==> config.mk <==
export PLATFORM = sky130hd
export DESIGN_NAME = pmc_top
export DESIGN_NICKNAME = d
export VERILOG_FILES = /design/src/design/pmc_pkg.sv /design/src/design/pmc_top.sv
export VERILOG_INCLUDE_DIRS = /design/src /design/src/design
export SDC_FILE = /design/constraint.sdc
export NUM_CORES = 1
export LEC_CHECK = 0
export BUFFER_PORTS_ARGS = -buffer_cell sky130_fd_sc_hd__buf_2
export CORE_ASPECT_RATIO = 0.8
export CORE_MARGIN = 2
export CORE_UTILIZATION = 30
export DETAILED_ROUTE_END_ITERATION = 8
export PLACE_DENSITY = 0.66
export REMOVE_ABC_BUFFERS = 1
export SLEW_MARGIN = 20
export SYNTH_ARGS = -nofsm -noshare
export SYNTH_HDL_FRONTEND = slang
export SYNTH_SLANG_ARGS = --single-unit
==> constraint.sdc <==
create_clock -name clk -period 4.1 [get_ports clk]
set_clock_uncertainty 0.2 [all_clocks]
set_input_delay 0.205 -clock clk [delete_from_list [all_inputs] [get_ports clk]]
set_output_delay 0.205 -clock clk [all_outputs]
set_load 0.02 [all_outputs]
==> src/design/pmc_map.svh <==
`ifndef PMC_MAP_SVH
`define PMC_MAP_SVH

`define PMC_BASE_ADDR      32'h40007000
`define PMC_BASE_MASK      32'hfffffff8
`define PMC_OFF_CTL        3'h0
`define PMC_OFF_CS         3'h4

`define PMC_CTL_LP_BIT     0
`define PMC_CTL_STBSEL_BIT 1
`define PMC_CTL_WFC_BIT    2
`define PMC_CTL_SFC_BIT    3
`define PMC_CTL_BKPWEN_BIT 8
`define PMC_CTL_VSEL_LO    14
`define PMC_CTL_VSEL_HI    15
`define PMC_CS_WUF_BIT     0
`define PMC_CS_STANDBY_FLAG_BIT    1
`define PMC_CS_WPEN_BIT    8

`define PMC_VSEL_RST       2'h1
`define PMC_VSEL_LOW       2'h3
`define PMC_BOOT_ADDR      32'h00000000
`define PMC_SYNC_RST       6'h01

`define PMC_CLK_PERIOD_NS  40
`define PMC_POR_HOLD_NS    400
`define PMC_IRC_WAKE_NS    1000
`define PMC_REG_WAKE_NS    2000
`define PMC_POR_HOLD_CYC   ((`PMC_POR_HOLD_NS + `PMC_CLK_PERIOD_NS - 1) / `PMC_CLK_PERIOD_NS)
`define PMC_IRC_WAKE_CYC   ((`PMC_IRC_WAKE_NS + `PMC_CLK_PERIOD_NS - 1) / `PMC_CLK_PERIOD_NS)
`define PMC_REG_WAKE_CYC   ((`PMC_REG_WAKE_NS + `PMC_CLK_PERIOD_NS - 1) / `PMC_CLK_PERIOD_NS)

`endif

==> src/design/pmc_pkg.sv <==
package pmc_pkg;

  typedef enum logic [2:0] {
    ST_RUN,
    ST_SLEEP,
    ST_DEEP,
    ST_DEEP_WAKE,
    ST_STANDBY,
    ST_POWER_UP,
    ST_POR_HOLD
  } pmc_state_t;

  typedef enum logic [1:0] {
    REG_NORMAL,
    REG_LOW_POWER,
    REG_OFF
  } pmc_reg_mode_t;

  typedef struct packed {
    logic core_clk_gate;
    logic domain_clk_stop;
    logic internal_rc_8mhz_off;
    logic internal_rc_48mhz_off;
    logic high_speed_crystal_off;
    logic pll_off;
    logic core_power_off;
    logic io_hiz;
  } pmc_pwr_t;

  typedef struct packed {
    logic reset_pin;
    logic rtc_pin;
    logic low_speed_crystal_pins;
    logic wake_pin;
  } pmc_pin_keep_t;

endpackage : pmc_pkg

==> src/design/pmc_top.sv <==
// Added by the designer: the address-and-strobe port and the placing of the registers.
`timescale 1ns/1ns
`include "pmc_map.svh"
module pmc_top (
  input  wire logic                  clk,
  input  wire logic                  reset_n,
  input  wire logic [31:0]           reg_addr,
  input  wire logic [31:0]           reg_wdata,
  input  wire logic                  reg_write,
  input  wire logic                  reg_read,
  output logic [31:0]                reg_rdata,
  input  wire logic                  core_wait_for_interrupt,
  input  wire logic                  core_wait_for_event,
  input  wire logic                  core_deep_sleep_request,
  input  wire logic                  core_sleep_after_isr,
  input  wire logic                  core_event_on_pending,
  input  wire logic                  core_isr_exit_lowest,
  input  wire logic                  core_irq_any,
  input  wire logic                  core_wake_event,
  input  wire logic                  external_interrupt_ctrl_irq_any,
  input  wire logic                  external_interrupt_ctrl_event_any,
  input  wire logic                  interrupt_pending_any,
  input  wire logic                  pll_enabled,
  input  wire logic                  core_power_good,
  input  wire logic                  external_reset_pin_n,
  input  wire logic                  rtc_alarm,
  input  wire logic                  free_watchdog_reset,
  input  wire logic                  wake_pin,
  input  wire logic                  rtc_pin_cfg,
  input  wire logic                  low_speed_crystal_pin_cfg,
  output pmc_pkg::pmc_pwr_t          pwr,
  output pmc_pkg::pmc_reg_mode_t     regulator_mode,
  output logic [1:0]                 regulator_voltage,
  output logic                       core_rst_n,
  output logic [31:0]                core_boot_addr,
  output logic                       sysclk_internal_rc_8mhz_sel,
  output pmc_pkg::pmc_pin_keep_t     pin_keep,
  output logic                       backup_write_en
);

  pmc_pkg::pmc_state_t     state_reg;
  pmc_pkg::pmc_state_t     state_next;
  logic [5:0]              sync1_reg;
  logic [5:0]              sync2_reg;
  logic                    rst_pin_n_s;
  logic                    rtc_s;
  logic                    wdg_s;
  logic                    wake_s;
  logic                    external_interrupt_ctrl_irq_s;
  logic                    external_interrupt_ctrl_evt_s;
  logic                    wake_arm_reg;
  logic                    wake_trig;
  logic [1:0]              vsel_reg;
  logic                    lp_sel_reg;
  logic                    stb_sel_reg;
  logic                    bkpwen_reg;
  logic                    wake_pin_en_reg;
  logic                    wake_flag_reg;
  logic                    standby_flag_reg;
  logic                    kind_wfe_reg;
  logic [7:0]              cnt_reg;
  logic [7:0]              cnt_next;
  logic                    hit;
  logic                    wr_ctl;
  logic                    wr_cs;
  logic                    entry;
  logic                    entry_wfe;
  logic                    sleep_wake;
  logic                    deep_wake;
  logic                    stby_exit;
  logic                    ctl_reset;
  logic [31:0]             rd_word;
  pmc_pkg::pmc_pwr_t       pwr_next;
  pmc_pkg::pmc_reg_mode_t  mode_next;

  ////////////////////////////////////////////////////////////////////////////
  // Wake input synchronisers

  always_ff @(posedge clk) begin
    if (!reset_n) begin
      sync1_reg <= `PMC_SYNC_RST;
      sync2_reg <= `PMC_SYNC_RST;
    end else begin
      sync1_reg <= {external_interrupt_ctrl_event_any, external_interrupt_ctrl_irq_any, wake_pin, free_watchdog_reset, rtc_alarm, external_reset_pin_n};
      sync2_reg <= sync1_reg;
    end
  end

  assign rst_pin_n_s = sync2_reg[0];
  assign rtc_s       = sync2_reg[1];
  assign wdg_s       = sync2_reg[2];
  assign wake_s      = sync2_reg[3];
  assign external_interrupt_ctrl_irq_s  = sync2_reg[4];
  assign external_interrupt_ctrl_evt_s  = sync2_reg[5];

  // Enable rising while pin is high counts as an edge too
  always_ff @(posedge clk) begin
    if (!reset_n) begin
      wake_arm_reg <= 1'b0;
    end else begin
      wake_arm_reg <= wake_pin_en_reg & wake_s;
    end
  end

  assign wake_trig = wake_pin_en_reg & wake_s & ~wake_arm_reg;

  ////////////////////////////////////////////////////////////////////////////
  // Register bus

  assign hit    = (reg_addr & `PMC_BASE_MASK) == `PMC_BASE_ADDR;
  assign wr_ctl = reg_write & hit & (reg_addr[2:0] == `PMC_OFF_CTL);
  assign wr_cs  = reg_write & hit & (reg_addr[2:0] == `PMC_OFF_CS);

  // Control contents are lost with the core domain, so a standby exit clears them
  assign ctl_reset = !reset_n || (state_reg == pmc_pkg::ST_POWER_UP);

  always_ff @(posedge clk) begin
    if (ctl_reset) begin
      vsel_reg    <= `PMC_VSEL_RST;
      lp_sel_reg  <= 1'b0;
      stb_sel_reg <= 1'b0;
      bkpwen_reg  <= 1'b0;
    end else if (wr_ctl) begin
      if (!pll_enabled) begin
        vsel_reg <= reg_wdata[`PMC_CTL_VSEL_HI:`PMC_CTL_VSEL_LO];
      end
      lp_sel_reg  <= reg_wdata[`PMC_CTL_LP_BIT];
      stb_sel_reg <= reg_wdata[`PMC_CTL_STBSEL_BIT];
      bkpwen_reg  <= reg_wdata[`PMC_CTL_BKPWEN_BIT];
    end
  end

  always_ff @(posedge clk) begin
    if (!reset_n) begin
      wake_pin_en_reg <= 1'b0;
    end else if (wr_cs) begin
      wake_pin_en_reg <= reg_wdata[`PMC_CS_WPEN_BIT];
    end
  end

  // Set wins over a clear in the same cycle
  always_ff @(posedge clk) begin
    if (!reset_n) begin
      wake_flag_reg <= 1'b0;
    end else if (wake_trig || rtc_s) begin
      wake_flag_reg <= 1'b1;
    end else if (wr_ctl && reg_wdata[`PMC_CTL_WFC_BIT]) begin
      wake_flag_reg <= 1'b0;
    end
  end

  always_ff @(posedge clk) begin
    if (!reset_n) begin
      standby_flag_reg <= 1'b0;
    end else if (state_next == pmc_pkg::ST_STANDBY) begin
      standby_flag_reg <= 1'b1;
    end else if (wr_ctl && reg_wdata[`PMC_CTL_SFC_BIT]) begin
      standby_flag_reg <= 1'b0;
    end
  end

  always_comb begin
    rd_word = 32'h00000000;
    if (hit && reg_addr[2:0] == `PMC_OFF_CTL) begin
      rd_word[`PMC_CTL_VSEL_HI:`PMC_CTL_VSEL_LO] = vsel_reg;
      rd_word[`PMC_CTL_BKPWEN_BIT]               = bkpwen_reg;
      rd_word[`PMC_CTL_STBSEL_BIT]               = stb_sel_reg;
      rd_word[`PMC_CTL_LP_BIT]                   = lp_sel_reg;
    end else if (hit && reg_addr[2:0] == `PMC_OFF_CS) begin
      rd_word[`PMC_CS_WPEN_BIT] = wake_pin_en_reg;
      rd_word[`PMC_CS_STANDBY_FLAG_BIT] = standby_flag_reg;
      rd_word[`PMC_CS_WUF_BIT]  = wake_flag_reg;
    end
  end

  always_ff @(posedge clk) begin
    if (!reset_n) begin
      reg_rdata <= 32'h00000000;
    end else if (reg_read) begin
      reg_rdata <= rd_word;
    end else begin
      reg_rdata <= 32'h00000000;
    end
  end

  ////////////////////////////////////////////////////////////////////////////
  // Mode sequencer

  assign entry      = core_sleep_after_isr ? core_isr_exit_lowest
                                           : (core_wait_for_interrupt | core_wait_for_event);
  assign entry_wfe  = ~core_sleep_after_isr & core_wait_for_event;
  assign sleep_wake = kind_wfe_reg ? (core_wake_event | (core_event_on_pending & core_irq_any))
                                   : core_irq_any;
  assign deep_wake  = kind_wfe_reg ? (external_interrupt_ctrl_evt_s | (core_event_on_pending & external_interrupt_ctrl_irq_s))
                                   : external_interrupt_ctrl_irq_s;
  assign stby_exit  = ~rst_pin_n_s | rtc_s | wdg_s | wake_trig;

  always_comb begin
    state_next = state_reg;
    unique case (state_reg)
      pmc_pkg::ST_RUN: begin
        if (entry) begin
          if (!core_deep_sleep_request) begin
            state_next = pmc_pkg::ST_SLEEP;
          end else if (stb_sel_reg) begin
            state_next = pmc_pkg::ST_STANDBY;
          end else if (!interrupt_pending_any) begin
            state_next = pmc_pkg::ST_DEEP;
          end
        end
      end
      pmc_pkg::ST_SLEEP: begin
        if (sleep_wake) begin
          state_next = pmc_pkg::ST_RUN;
        end
      end
      pmc_pkg::ST_DEEP: begin
        if (deep_wake) begin
          state_next = pmc_pkg::ST_DEEP_WAKE;
        end
      end
      pmc_pkg::ST_DEEP_WAKE: begin
        if (cnt_reg == 8'h00) begin
          state_next = pmc_pkg::ST_RUN;
        end
      end
      pmc_pkg::ST_STANDBY: begin
        if (stby_exit) begin
          state_next = pmc_pkg::ST_POWER_UP;
        end
      end
      pmc_pkg::ST_POWER_UP: begin
        if (core_power_good) begin
          state_next = pmc_pkg::ST_POR_HOLD;
        end
      end
      pmc_pkg::ST_POR_HOLD: begin
        if (cnt_reg == 8'h00) begin
          state_next = pmc_pkg::ST_RUN;
        end
      end
      default: state_next = pmc_pkg::ST_RUN;
    endcase
  end

  always_ff @(posedge clk) begin
    if (!reset_n) begin
      state_reg <= pmc_pkg::ST_RUN;
    end else begin
      state_reg <= state_next;
    end
  end

  always_ff @(posedge clk) begin
    if (!reset_n) begin
      kind_wfe_reg <= 1'b0;
    end else if (state_reg == pmc_pkg::ST_RUN && entry) begin
      kind_wfe_reg <= entry_wfe;
    end
  end

  // Latency counter, loaded one below the dwell so the state lasts exactly the count
  always_comb begin
    cnt_next = (cnt_reg == 8'h00) ? 8'h00 : cnt_reg - 8'h01;
    if (state_reg == pmc_pkg::ST_DEEP && state_next == pmc_pkg::ST_DEEP_WAKE) begin
      cnt_next = lp_sel_reg ? 8'(`PMC_IRC_WAKE_CYC + `PMC_REG_WAKE_CYC - 1)
                            : 8'(`PMC_IRC_WAKE_CYC - 1);
    end else if (state_reg == pmc_pkg::ST_POWER_UP && state_next == pmc_pkg::ST_POR_HOLD) begin
      cnt_next = 8'(`PMC_POR_HOLD_CYC - 1);
    end
  end

  always_ff @(posedge clk) begin
    if (!reset_n) begin
      cnt_reg <= 8'h00;
    end else begin
      cnt_reg <= cnt_next;
    end
  end

  ////////////////////////////////////////////////////////////////////////////
  // Power controls, decoded from the next state so they line up with state_reg

  always_comb begin
    pwr_next  = '0;
    mode_next = pmc_pkg::REG_NORMAL;
    unique case (state_next)
      pmc_pkg::ST_SLEEP: begin
        pwr_next.core_clk_gate = 1'b1;
      end
      pmc_pkg::ST_DEEP: begin
        pwr_next.core_clk_gate   = 1'b1;
        pwr_next.domain_clk_stop = 1'b1;
        pwr_next.internal_rc_8mhz_off       = 1'b1;
        pwr_next.internal_rc_48mhz_off      = 1'b1;
        pwr_next.high_speed_crystal_off       = 1'b1;
        pwr_next.pll_off         = 1'b1;
        mode_next = lp_sel_reg ? pmc_pkg::REG_LOW_POWER : pmc_pkg::REG_NORMAL;
      end
      pmc_pkg::ST_STANDBY: begin
        pwr_next  = '1;
        mode_next = pmc_pkg::REG_OFF;
      end
      // Clocks held until the oscillator and regulator have settled
      pmc_pkg::ST_POWER_UP, pmc_pkg::ST_DEEP_WAKE: begin
        pwr_next.core_clk_gate   = 1'b1;
        pwr_next.domain_clk_stop = 1'b1;
      end
      pmc_pkg::ST_RUN, pmc_pkg::ST_POR_HOLD: begin
        pwr_next = '0;
      end
      default: pwr_next = '0;
    endcase
  end

  always_ff @(posedge clk) begin
    if (!reset_n) begin
      pwr            <= '0;
      regulator_mode <= pmc_pkg::REG_NORMAL;
    end else begin
      pwr            <= pwr_next;
      regulator_mode <= mode_next;
    end
  end

  always_ff @(posedge clk) begin
    if (!reset_n) begin
      regulator_voltage <= `PMC_VSEL_LOW;
    end else begin
      regulator_voltage <= pll_enabled ? vsel_reg : `PMC_VSEL_LOW;
    end
  end

  // Core held in reset through standby, power-up and the hold window
  always_ff @(posedge clk) begin
    if (!reset_n) begin
      core_rst_n <= 1'b0;
    end else begin
      core_rst_n <= !(state_next == pmc_pkg::ST_STANDBY || state_next == pmc_pkg::ST_POWER_UP
                      || state_next == pmc_pkg::ST_POR_HOLD);
    end
  end

  always_ff @(posedge clk) begin
    if (!reset_n) begin
      core_boot_addr <= `PMC_BOOT_ADDR;
    end else begin
      core_boot_addr <= `PMC_BOOT_ADDR;
    end
  end

  always_ff @(posedge clk) begin
    if (!reset_n) begin
      sysclk_internal_rc_8mhz_sel <= 1'b0;
    end else begin
      sysclk_internal_rc_8mhz_sel <= (state_reg == pmc_pkg::ST_DEEP) && (state_next == pmc_pkg::ST_DEEP_WAKE);
    end
  end

  // Keep bits only matter while io_hiz is high
  always_ff @(posedge clk) begin
    if (!reset_n) begin
      pin_keep <= '1;
    end else if (state_next == pmc_pkg::ST_STANDBY) begin
      pin_keep <= '{reset_pin: 1'b1, rtc_pin: rtc_pin_cfg, low_speed_crystal_pins: low_speed_crystal_pin_cfg,
                    wake_pin: wake_pin_en_reg};
    end else begin
      pin_keep <= '1;
    end
  end

  always_ff @(posedge clk) begin
    if (!reset_n) begin
      backup_write_en <= 1'b0;
    end else begin
      backup_write_en <= bkpwen_reg;
    end
  end

  ////////////////////////////////////////////////////////////////////////////
  // Checks

  a_sleep_core_only: assert property (@(posedge clk) disable iff (!reset_n)
    state_reg == pmc_pkg::ST_SLEEP |-> pwr.core_clk_gate && !pwr.domain_clk_stop && !pwr.pll_off)
    else $error("sleep gates more than the core clock");

  a_deep_osc_off: assert property (@(posedge clk) disable iff (!reset_n)
    state_reg == pmc_pkg::ST_DEEP |-> pwr.domain_clk_stop && pwr.internal_rc_8mhz_off && pwr.internal_rc_48mhz_off
                                      && pwr.high_speed_crystal_off && pwr.pll_off && !pwr.core_power_off)
    else $error("deep-sleep clocks or oscillators left on");

  a_deep_reg_mode: assert property (@(posedge clk) disable iff (!reset_n)
    state_reg == pmc_pkg::ST_DEEP |->
      regulator_mode == (lp_sel_reg ? pmc_pkg::REG_LOW_POWER : pmc_pkg::REG_NORMAL))
    else $error("deep-sleep regulator mode wrong");

  a_deep_abort_pend: assert property (@(posedge clk) disable iff (!reset_n)
    state_reg == pmc_pkg::ST_RUN && entry && core_deep_sleep_request && !stb_sel_reg
      && interrupt_pending_any |=> state_reg == pmc_pkg::ST_RUN)
    else $error("deep-sleep entered with interrupt pending");

  a_stby_all_off: assert property (@(posedge clk) disable iff (!reset_n)
    state_reg == pmc_pkg::ST_STANDBY |-> pwr.core_power_off && pwr.io_hiz
                                         && regulator_mode == pmc_pkg::REG_OFF && !core_rst_n)
    else $error("standby left power on");

  a_stby_flag_set: assert property (@(posedge clk) disable iff (!reset_n)
    state_reg == pmc_pkg::ST_STANDBY |-> standby_flag_reg)
    else $error("standby flag not set");

  a_stby_exit_por: assert property (@(posedge clk) disable iff (!reset_n)
    $fell(state_reg == pmc_pkg::ST_STANDBY) |-> state_reg == pmc_pkg::ST_POWER_UP && !core_rst_n
      ##1 !core_rst_n)
    else $error("standby exit without power-on reset");

  a_deep_exit_lat: assert property (@(posedge clk) disable iff (!reset_n)
    state_reg == pmc_pkg::ST_DEEP && state_next == pmc_pkg::ST_DEEP_WAKE |=>
      sysclk_internal_rc_8mhz_sel ##0 (state_reg == pmc_pkg::ST_DEEP_WAKE)[*8])
    else $error("deep-sleep exit latency too short");

  a_vsel_pll_gate: assert property (@(posedge clk) disable iff (!reset_n)
    !pll_enabled [*2] |-> regulator_voltage == `PMC_VSEL_LOW)
    else $error("voltage select applied with PLL off");

  a_wake_flag_wins: assert property (@(posedge clk) disable iff (!reset_n)
    wake_trig |=> wake_flag_reg)
    else $error("wake event lost");

endmodule : pmc_top

Yosys cells after proc, flatten, opt, wreduce, memory -nomap -nowiden
Cells that the tools add are included.

operators by class
  reduce and logical (&&, ||, !) cells = 27
  add/subtract/negate cells = 1
  eq/ne operators = 14
  bitwise gates (word level) = 18
  mux-type cells = 31

operator list
  operator                                                                  count
  29-bit by 28-bit equality test with 1-bit output (second input constant)  1
  3-bit 2-to-1 mux                                                          9
  8-bit 2-to-1 mux                                                          3
  3-bit equality test (second input constant)                               7
  3-bit one-hot mux with 6 select lines                                     1
  3-bit by 2-bit equality test with 1-bit output (second input constant)    4
  1-bit 2-to-1 mux                                                          12
  1-bit AND                                                                 8
  8-bit logical NOT                                                         1
  2-bit AND reduction                                                       4
  8-bit by 1-bit subtractor with 8-bit output (second input constant)       1
  1-bit logical AND                                                         7
  7-bit 2-to-1 mux                                                          1
  3-bit by 1-bit equality test with 1-bit output (second input constant)    2
  3-bit logical NOT                                                         2
  2-bit 2-to-1 mux                                                          3
  1-bit OR                                                                  6
  5-bit OR reduction                                                        1
  1-bit logical OR                                                          4
  4-bit 2-to-1 mux                                                          1
  1-bit inverter                                                            4
  2-bit one-hot mux with 2 select lines                                     1
  2-bit nonzero test                                                        2
  2-bit OR reduction                                                        2
  other kinds (3)                                                           4

word-level totals
  bits in registers = 84

Depth between registers and ports, before layout
Gate-level depths: netlist of the first run.

  depth after elaboration = 10
  gate-level depth with buffers = 8

Worst setup path before layout of the first run
No wires, ideal clock.

  path type = register to register
  start point = register cnt_reg[0]
  end point = register standby_flag_reg
  data arrival time = 1853 ps
  required time = 3783 ps
  library setup time = 117 ps
  slack = 1929 ps
  clock period less this slack = 2171 ps
  cell stages (with the launch flop) = 9
  cells stage by stage = dfxtp_1 inv_1 ha_1 nand2b_1 nor3_2 or4b_1 and4_1 buf_4 a32o_1

between the ends
  longest elaborated chain between the ends = 5
  elaborated cells between the ends (all ways) = 6
  those cells by class = 1 x eq/ne; 3 x mux; 2 x reduce/logical

ends and longest elaborated chain
  item                                                    line                            source
  from (decl)                                             pmc_top.sv:61                   logic [7:0] cnt_reg;
  from (signal assigned)                                  pmc_top.sv:277                  cnt_reg <= cnt_next;
  8-bit logical NOT (*)                                   pmc_top.sv:223, pmc_top.sv:238
  3-bit 2-to-1 mux (*)                                    pmc_top.sv:223, pmc_top.sv:238
  3-bit one-hot mux with 6 select lines (*)               pmc_top.sv:200                  unique case (state_reg)
  3-bit equality test (*)                                 pmc_top.sv:155                  end else if (state_next == pmc_pkg::ST_STANDBY) begin
  1-bit 2-to-1 mux or 2-bit nonzero test (tied branches)  n/a
  to (signal assigned)                                    pmc_top.sv:154                  standby_flag_reg <= 1'b0;
  to (signal assigned)                                    pmc_top.sv:156                  standby_flag_reg <= 1'b1;
  to (signal assigned)                                    pmc_top.sv:158                  standby_flag_reg <= 1'b0;
  to (decl)                                               pmc_top.sv:59                   logic standby_flag_reg;

Every way passes the cells marked *; elsewhere a longest branch is shown, timed or not.
A chain may end at the register's enable or synchronous reset.

Worst setup path in the final report of the first run
  start point = register state_reg[2]
  end point = register pwr[5] (netlist bit)

between the ends
  longest elaborated chain between the ends = 8
  elaborated cells between the ends (all ways) = 22
  those cells by class = 8 x eq/ne; 11 x mux; 3 x reduce/logical

ends and longest elaborated chain
  item                                                                                   line            source
  from (decl)                                                                            pmc_top.sv:41   pmc_pkg::pmc_state_t state_reg;
  from (signal assigned)                                                                 pmc_top.sv:248  state_reg <= pmc_pkg::ST_RUN;
  from (signal assigned)                                                                 pmc_top.sv:250  state_reg <= state_next;
  3-bit 2-to-1 mux                                                                       pmc_top.sv:207  end else if (!interrupt_pending_any) begin
  3-bit 2-to-1 mux                                                                       pmc_top.sv:205  end else if (stb_sel_reg) begin
  3-bit 2-to-1 mux                                                                       pmc_top.sv:203  if (!core_deep_sleep_request) begin
  3-bit 2-to-1 mux                                                                       pmc_top.sv:202  if (entry) begin
  3-bit one-hot mux with 6 select lines (*)                                              pmc_top.sv:200
  3-bit equality test or 3-bit by 2-bit equality test with 1-bit output (tied branches)  pmc_top.sv:287  unique case (state_next)
  2-bit OR reduction (no line) (*)                                                       n/a
  4-bit 2-to-1 mux (*)                                                                   pmc_top.sv:287
  to (signal assigned)                                                                   pmc_top.sv:321  pwr <= pwr_next;
  to (decl)                                                                              pmc_top.sv:31   output pmc_pkg::pmc_pwr_t pwr,

Marked as above.

==> reports/qor.csv, run 1 <==
metric,value,unit
combinational share of power,31.3,%
hold_sp,reg_write,
Cell Pwr Density,441.2,nW/µm²
peak supply drop,212.5,µV
clock slew at reported path FFs,90,ps
Worst Slack Setup Final,1663,ps
switching fraction of total power,33.74,%
total power,1.377,mW
Post-Syn Instances,279,
Yosys top cell by area,dfxtp_1,
Synth top area share,39.83,%
layout cell share with drive strength beyond 1,27.76,%
Placed Cells,461,
chip width,108.4,µm
max_cap viols,0,
Fillers,913,
Die ar.,9480,µm²
Routed WL per cell,11.64,µm
Syn-to-layout area delta,19.43,%
initial antenna violation count,0,
Ports,170,
design area,3122,µm²
Worst setup EP type,register,
Seq pwr share,43.6,%
clk root buf,clkbuf_8,
DR iter-0 viols,66,
core area,8483,µm²
post-place setup slack,1619,ps
Die Y,87.49,µm
TritonCTS clock tree,built,
CTS Buf Count,5,
Initial Utilization,30.81,%
RSZ-0062 raised after global routing,false,
Hold EP,wake_pin_en_reg$_SDFFE_PN0P_,
Synth Flop Type,dfxtp_1,
Final ANT Viol Nets,0,
CP required,4100,ps
crit path time final,2437,ps
WL final,5622,µm
Worst setup SP type,register,
post-CTS resize count,0,
first-pass GRT wire length,8949,µm
critical path class,register to register,
Placed Area,2870,µm²
Finished Layout Cells,483,
"Hold Vio Cnt, Final",0,
final setup fails,0,
Seq. cell area,1041,µm²
Core Rows,30,
flop2flop setup slack,1660,ps
Final HPWL DP,4349,µm
diode count,0,
gp weighted congestion,0.8391,
# hold bufs at CTS,14,
worst reg2reg endpoint,pwr[5]$_SDFF_PN0_,
Post-synth EDFFs,0,
synth unique cells,53,
actual slew at the worst max-slew pin,837.0,ps
Crit Reg-Reg Startpoint,state_reg[2]$_SDFF_PN0_,
CP Max Fanout,12,
gr usage total,12.10,%
max reg flops,8,
Min-Delay Path Class,primary input to register,
clock sinks,52,
H-Tree Depth,2,
"top cells by area, synth","dfxtp_1 (40%), buf_4 (19%), and2_1 (3.4%), nor2_1 (2.9%), nand3b_1 (2.6%)",
vias in the first global route,1868,
Crit path arrival time,2430,ps
Clock Latency Late Sink,300,ps
Avg Vias per Cell,4.166,
P_int,0.9125,mW
FMAX,410.4,MHz
Net Sw Power,0.4648,mW
largest net degree at the start of global routing,36,
First-pass DRT Iterations,4,
total gr overflow,0,
Static Leakage,1.414,nW
Finished Core Util,36.80,%
Fin Setup TNS,0,ps
worst hold path stage count,3,
asr flop ratio synth,0,%
clock power share,25.1,%
Hold WS,14.69,ps
period utilization,59.43,%
Final #Nets,458,
via count,2012,
synthesized area,2614,µm²
worst reg2reg path depth,5,
Bufs on Longest Clock Path,2,
sequential element share of the synthesized area,39.83,%
area of the multi-input gates,1246,µm²
synthesized area per cell,9.368,µm²
Slew HR,43.42,%
Final Slew Violations,0,
Post-CTS Setup Repair Bufs,0,
# DRC,0,
#FFs+latches synth,52,
Port-buffer cells,84,
run status,completed,
Synthesis Warnings,0,
## worst max path at each step
stage / start / end / depth (start not counted)
detailed placement: cnt_reg[3]$_SDFF_PN0_ / pwr[7]$_SDFF_PN0_ / 5
global route: state_reg[2]$_SDFF_PN0_ / pwr[5]$_SDFF_PN0_ / 5
floorplan: cnt_reg[0]$_SDFF_PP0_ / standby_flag_reg$_SDFFE_PN0P_ / 7
global placement: cnt_reg[3]$_SDFF_PN0_ / pwr[7]$_SDFF_PN0_ / 5
CTS: cnt_reg[3]$_SDFF_PN0_ / pwr[7]$_SDFF_PN0_ / 5
finish: state_reg[2]$_SDFF_PN0_ / pwr[5]$_SDFF_PN0_ / 5
## worst max-delay path, stage by stage, from the launching register on
cell and delay, ps:
dfxtp_1 460, nor2_1 170, nor4b_1 700, a311oi_1 350
and3_1 240, o211a_1 220
## cells in the mapped netlist (all sizes together), types with 2 or more instances
cell,number
mux2i,6
nand2b,6
conb,2
nand3,3
o31a,2
a21boi,3
a31oi,2
a311oi,2
dfxtp,52
buf,66
nand2,7
xnor2,3
a221oi,2
nor2,20
nor4b,3
xor2,2
nand3b,9
nor3b,4
and3,5
a21oi,3
o31ai,2
inv,6
nor4,7
nand4,3
or3b,2
nor2b,4
or4b,4
clkbuf,6
and4,2
nor3,5
and2,14
o21ai,5
o21a,3
## layout by cell type (no fill, tap or decap), types with 3 or more instances in the layout
cell type      count
nand3_1            3
and2_1            14
dlygate4sd3_1     14
nor2b_1            4
clkbuf_8           5
a21oi_1            3
nor2_1            20
nor3_1             4
o21ai_0            5
dfxtp_1           52
buf_2             84
nor4_1             7
nand4_1            3
nand3b_1           9
nor3b_1            4
nand2_1            7
mux2i_1            6
nand2b_1           6
o21a_1             3
xnor2_1            3
inv_1              6
conb_1            60
and3_1             4
a21boi_0           3
## power by group through the flow
| stage | Clock, mW | Sequential [mW] | Combinational [mW] |
|---|---|---|---|
| 2_1_floorplan | 0 | 0.625 | 0.294 |
| 3_3_place_gp | 0 | 0.609 | 0.419 |
| 3_5_place_dp | 0 | 0.610 | 0.423 |
| 4_1_cts | 0.358 | 0.600 | 0.433 |
| 5_1_grt | 0.380 | 0.609 | 0.489 |
| 6_report | 0.346 | 0.600 | 0.432 |
## cell families after synthesis
| family | count (synthesis) | synth area share, % |
|---|---|---|
| AO/OA/AOI/OAI | 32 | 9.909 |
| flip-flops | 52 | 39.83 |
| other | 2 | 0.2873 |
| buffers and inverters | 78 | 20.82 |
| multiplexers | 6 | 2.298 |
| adder cells (fa/ha/maj) | 1 | 0.4786 |
| AND/OR/NAND/NOR | 103 | 24.70 |
| XOR/XNOR | 5 | 1.676 |
## layer usage
metal | track usage, % | share of wire [%] | vias to the layer above
li1 | - | - | 1018
met1 | 15.68 | 47 | 912
met2 | 20.13 | 46 | 73
met3 | 2.543 | 5.4 | 9
met4 | 3.963 | 1.7 | 0
met5 | 0 | 0 | -
## final cells by class
cell class / instances / share of cell area, %
clock buffer: 6 / 2.325
clock inverter: 2 / 1.242
inverter: 6 / 0.7214
multi-input combinational: 207 / 39.92
sequential: 52 / 33.35
tap: 112 / 4.489
timing repair buffer: 98 / 17.96
Power figures use the tool's default switching activity.
==> run 2, diff against run 1 <==
Settings changed: PLACE_DENSITY 0.66 to 0.69.
Clock period 4.1 ns to 2.15 ns, I/O delays scaled along.
==> run 2 against run 1 <==
  * Largest power group unchanged
  * Global-route usage shrank 0.19 points
  * Die area did not move
  * Utilization up 3.1 points
  * Cell count is 5.6% higher
  * Register-to-register slack got worse by 1600 ps
  * Worst setup slack worse by 1600 ps
  * Sequential power increased by 88%
  * Total power rose by 100%
  * Design area increased by 8.3%
==> reports/qor.csv, run 2 (synthesis gave the netlist of run 1 again) <==
metric,value,unit
Cell Pwr Density,813.2,nW/µm²
Finished Layout Cells,510,
clock sinks,52,
Core Rows,30,
critical path class,register to register,
CP required,2160,ps
Bufs on Longest Clock Path,2,
gp weighted congestion,0.8596,
diode count,0,
Final ANT Viol Nets,0,
clk root buf,clkbuf_8,
Die ar.,9480,µm²
Syn-to-layout area delta,29.34,%
Port-buffer cells,84,
most frequent cells in the layout,"buf_2 (84), conb_1 (60), dfxtp_1 (49)",
"Hold Vio Cnt, Final",0,
Final Slew Violations,0,
Routed WL per cell,11.43,µm
Initial Utilization,30.81,%
first-pass GRT wire length,8983,µm
DR iter-0 viols,43,
max_cap viols,0,
Avg Vias per Cell,4.112,
total gr overflow,0,
Final HPWL DP,4562,µm
Ports,170,
Hold WS,16.19,ps
Final #Nets,485,
period utilization,98.30,%
actual slew at the worst max-slew pin,544.5,ps
Slew HR,63.32,%
clock slew at reported path FFs,100,ps
FMAX,473.1,MHz
"commonest non-fill, non-tap cell in the layout",buf_2,
CP Max Fanout,5,
TritonCTS clock tree,built,
Static Leakage,1.543,nW
Min-Delay Path Class,primary input to register,
First-pass DRT Iterations,4,
largest net degree at the start of global routing,20,
crit path time final,2114,ps
RSZ-0062 raised after global routing,true,
Die Y,87.49,µm
vias in the first global route,1896,
via count,2097,
peak supply drop,372.0,µV
max reg flops,8,
gr usage total,11.91,%
initial antenna violation count,0,
chip width,108.4,µm
Worst setup EP type,register,
layout cell share with drive strength beyond 1,32.91,%
Clock Latency Late Sink,310,ps
run status,completed,
final setup fails,0,
# DRC,0,
WL final,5830,µm
core area,8483,µm²
H-Tree Depth,2,
Worst setup SP type,register,
CTS Buf Count,5,
Crit path arrival time,2130,ps
Post-CTS Setup Repair Bufs,0,
Placed Cells,478,
==> run 2: changes by cell type in the layout (fill, tap and decap cells not counted), moves of 2 or more <==
cell / delta
dfxtp_2: +3
dlygate4sd3_1: +9
buf_4: +17
nor4b_1: -2
nor4b_2: +2
dfxtp_1: -3
==> run 2: power breakdown <==
part | switching (mW) | internal, mW | total (mW)
Sequential | 0.0666 | 1.06 | 1.13
Clock | 0.328 | 0.238 | 0.565
Combinational | 0.572 | 0.483 | 1.05
==> run 2: stage by stage <==
step / TNS [ps] / setup WS (ps) / area (µm²) / utilization (%) / power [mW]
after global placement: 0 / 29.44 / 2998 / 35.34 / 2.092
after floorplan: 0 / 26.01 / 2310 / - / 1.752
final: 0 / 36.46 / 3381 / 39.85 / 2.749
after global routing: -33.08 / -28.46 / 3381 / 39.85 / 2.915
after detailed placement: -18.07 / -18.07 / 2998 / 35.34 / 2.107
after CTS: -3.413 / -3.413 / 3326 / 39.20 / 2.712
==> run 2: what timing repair did <==
item,CTS,global route
pin swaps,1,4
hold buffers,23,0
gates resized for setup,1,13
hold endpoints to repair,24,0
gates cloned,0,1
setup endpoints to repair,1,15
==> run 2: final cells by class <==
type | instances | area (µm²)
Fill cell | 889 | 5102
Multi-Input combinational cell | 207 | 1290
Sequential cell | 52 | 1045
Timing Repair Buffer | 125 | 789.5
Tap cell | 112 | 140.1
Clock buffer | 5 | 68.82
Clock inverter | 3 | 25.02
Inverter | 6 | 22.52
==> run 2: final timing paths <==
check                               start                       endpoint  slack [ps]  cells after the start
setup reg to reg    cnt_reg[0]$_SDFF_PP0_  standby_flag_reg$_SDFFE_PN0P_          40                      8
hold reg to reg   sync1_reg[0]$_SDFF_PN1_        sync2_reg[0]$_SDFF_PN1_         230                      1
hold / removal               reg_wdata[2]     wake_flag_reg$_SDFFE_PN0P_          20                      3
setup / recovery    cnt_reg[0]$_SDFF_PP0_  standby_flag_reg$_SDFFE_PN0P_          40                      8
==> run 2: critical path, stage by stage (launching register included) <==
cell,delay (ps)
dfxtp_2,340
inv_1,50
ha_2,190
nand2b_1,100
nor3_2,60
or4b_1,530
and4_4,210
buf_4,150
a32o_1,200
==> run 2: routing by layer <==
metal / share of wire, % / global-route usage (%)
met1: 47 / 16.15
met2: 46 / 19.44
met3: 5.6 / 2.244
met4: 0.99 / 3.263
met5: 0 / 0
==> run 3, diff against run 2 <==
Settings changed: RECOVER_POWER set to 25.
==> run 3 against run 2 <==
  * Die area is the same
  * Largest power group unchanged
  * Wire length grew 0.43%
  * Design area shrank 0.59%
==> reports/qor.csv, run 3 (synthesis gave the netlist of run 1 again) <==
metric,value,unit
run status,completed,
worst hold path stage count,3,
Critical Path Max Stage Delay,530,ps
vias in the first global route,1896,
Fillers,899,
diode count,0,
flop2flop setup slack,40,ps
Final ANT Viol Nets,0,
FMAX,473.2,MHz
total power,2.746,mW
largest net degree at the start of global routing,20,
core area,8483,µm²
period utilization,98.29,%
worst reg2reg path depth,8,
CP required,2160,ps
initial antenna violation count,0,
RSZ-0062 raised after global routing,true,
gp weighted congestion,0.8596,
H-Tree Depth,2,
Avg Vias per Cell,4.112,
Worst setup SP type,register,
Die Y,87.49,µm
CP Cell Sequence,"inv_1, ha_2, nand2b_1, nor3_2, or4b_1, and4_4, buf_4, a32o_1",
Clock Latency Late Sink,310,ps
final setup fails,0,
Fin Setup TNS,0,ps
Die ar.,9480,µm²
first-pass GRT wire length,8983,µm
clk root buf,clkbuf_8,
clock slew at reported path FFs,100,ps
max_cap viols,0,
CP Max Fanout,5,
Crit path arrival time,2130,ps
peak supply drop,372.8,µV
max reg flops,8,
Worst path top cell family by delay,simple AND/OR/NAND/NOR gates,
Port-buffer cells,84,
Final HPWL DP,4562,µm
Syn-to-layout area delta,28.58,%
Slew HR,63.22,%
Final Slew Violations,0,
Hold EP,wake_flag_reg$_SDFFE_PN0P_,
DR iter-0 viols,43,
most frequent cells in the layout,"buf_2 (68), conb_1 (60), dfxtp_1 (49)",
Worst setup EP type,register,
gr usage total,11.91,%
Crit Reg-Reg Startpoint,cnt_reg[0]$_SDFF_PP0_,
CTS Buf Count,5,
Final #Nets,485,
hold_sp,reg_wdata[2],
Initial Utilization,30.81,%
Core Rows,30,
First-pass DRT Iterations,4,
layout cell share with drive strength beyond 1,28.89,%
# DRC,0,
Buf/Inv on CP,2,
actual slew at the worst max-slew pin,546.0,ps
"commonest non-fill, non-tap cell in the layout",buf_2,
Bufs on Longest Clock Path,2,
crit path time final,2113,ps
Routed WL per cell,11.48,µm
"Hold Vio Cnt, Final",0,
via count,2097,
TritonCTS clock tree,built,
Post-CTS Setup Repair Bufs,0,
"Slowest-stage cell, CP",or4b_1,
Static Leakage,1.492,nW
total gr overflow,0,
critical path class,register to register,
Ports,170,
chip width,108.4,µm
WL final,5855,µm
Min-Delay Path Class,primary input to register,
clock sinks,52,
Cell Pwr Density,817.1,nW/µm²
worst reg2reg endpoint,standby_flag_reg$_SDFFE_PN0P_,
==> run 3: cell types whose count changed in the layout (fill, tap and decap cells not counted), sizes merged <==
cell    before  now
buf        102   86
clkbuf       5   21
==> run 3: how the worst max path moves through the flow <==
stage | from | to | cells past startpoint
global placement | wake_pin_en_reg$_SDFFE_PN0P_ | regulator_mode[0]$_SDFF_PN0_ | 6
detailed placement | wake_pin_en_reg$_SDFFE_PN0P_ | regulator_mode[0]$_SDFF_PN0_ | 6
global route | cnt_reg[0]$_SDFF_PP0_ | standby_flag_reg$_SDFFE_PN0P_ | 8
finish | cnt_reg[0]$_SDFF_PP0_ | standby_flag_reg$_SDFFE_PN0P_ | 8
floorplan | cnt_reg[0]$_SDFF_PP0_ | standby_flag_reg$_SDFFE_PN0P_ | 7
CTS | wake_pin_en_reg$_SDFFE_PN0P_ | regulator_mode[0]$_SDFF_PN0_ | 6
==> run 3: area by class of cell <==
cell class	instances	area, µm²	area share (%)
clock buffer	5	68.82	2.048
clock inverter	3	25.02	0.7446
inverter	6	22.52	0.6701
multi-input combinational	207	1290	38.38
sequential	52	1045	31.09
tap	112	140.1	4.170
timing repair buffer	125	769.5	22.90
==> run 3: timing repair <==
item | 4_1_cts | 5_1_grt
setup endpoints to repair | 1 | 15
endpoints found under the hold margin | 24 | 0
resized for setup | 1 | 13
cloned | 0 | 1
pin swaps | 1 | 4
hold buffers | 23 | 0
==> run 3: report_power, final <==
group | internal, mW | leakage, nW | switching (mW)
clock network | 0.238 | 0.0452 | 0.328
logic | 0.478 | 1.02 | 0.572
registers | 1.06 | 0.426 | 0.0673
==> run 3: worst min-delay path: cells and delay by family <==
family	cells	cell delay (ps)
buffers and inverters	1	70
AO/OA/AOI/OAI	2	300
==> run 3: per-layer routing <==
metal | up-vias | global-route usage, % | wire (µm)
li1 | 1079 | - | -
met1 | 945 | 16.15 | 2749
met2 | 68 | 19.44 | 2713
met3 | 5 | 2.244 | 333
met4 | 0 | 3.263 | 58
met5 | - | 0 | 0
==> run 3: metrics by stage <==
step / cell area [µm²] / utilization (%) / std cells / worst slack [ps] / hold slack (ps)
final: 3361 / 39.62 / 510 / 36.67 / 16.07
after floorplan: 2310 / - / 265 / 26.01 / -19.46
after global routing: 3361 / 39.62 / 510 / -28.46 / 38.91
after CTS: 3326 / 39.20 / 509 / -3.413 / 19.44
after global placement: 2998 / 35.34 / 478 / 29.44 / 100.9
after detailed placement: 2998 / 35.34 / 478 / -18.07 / 93.72
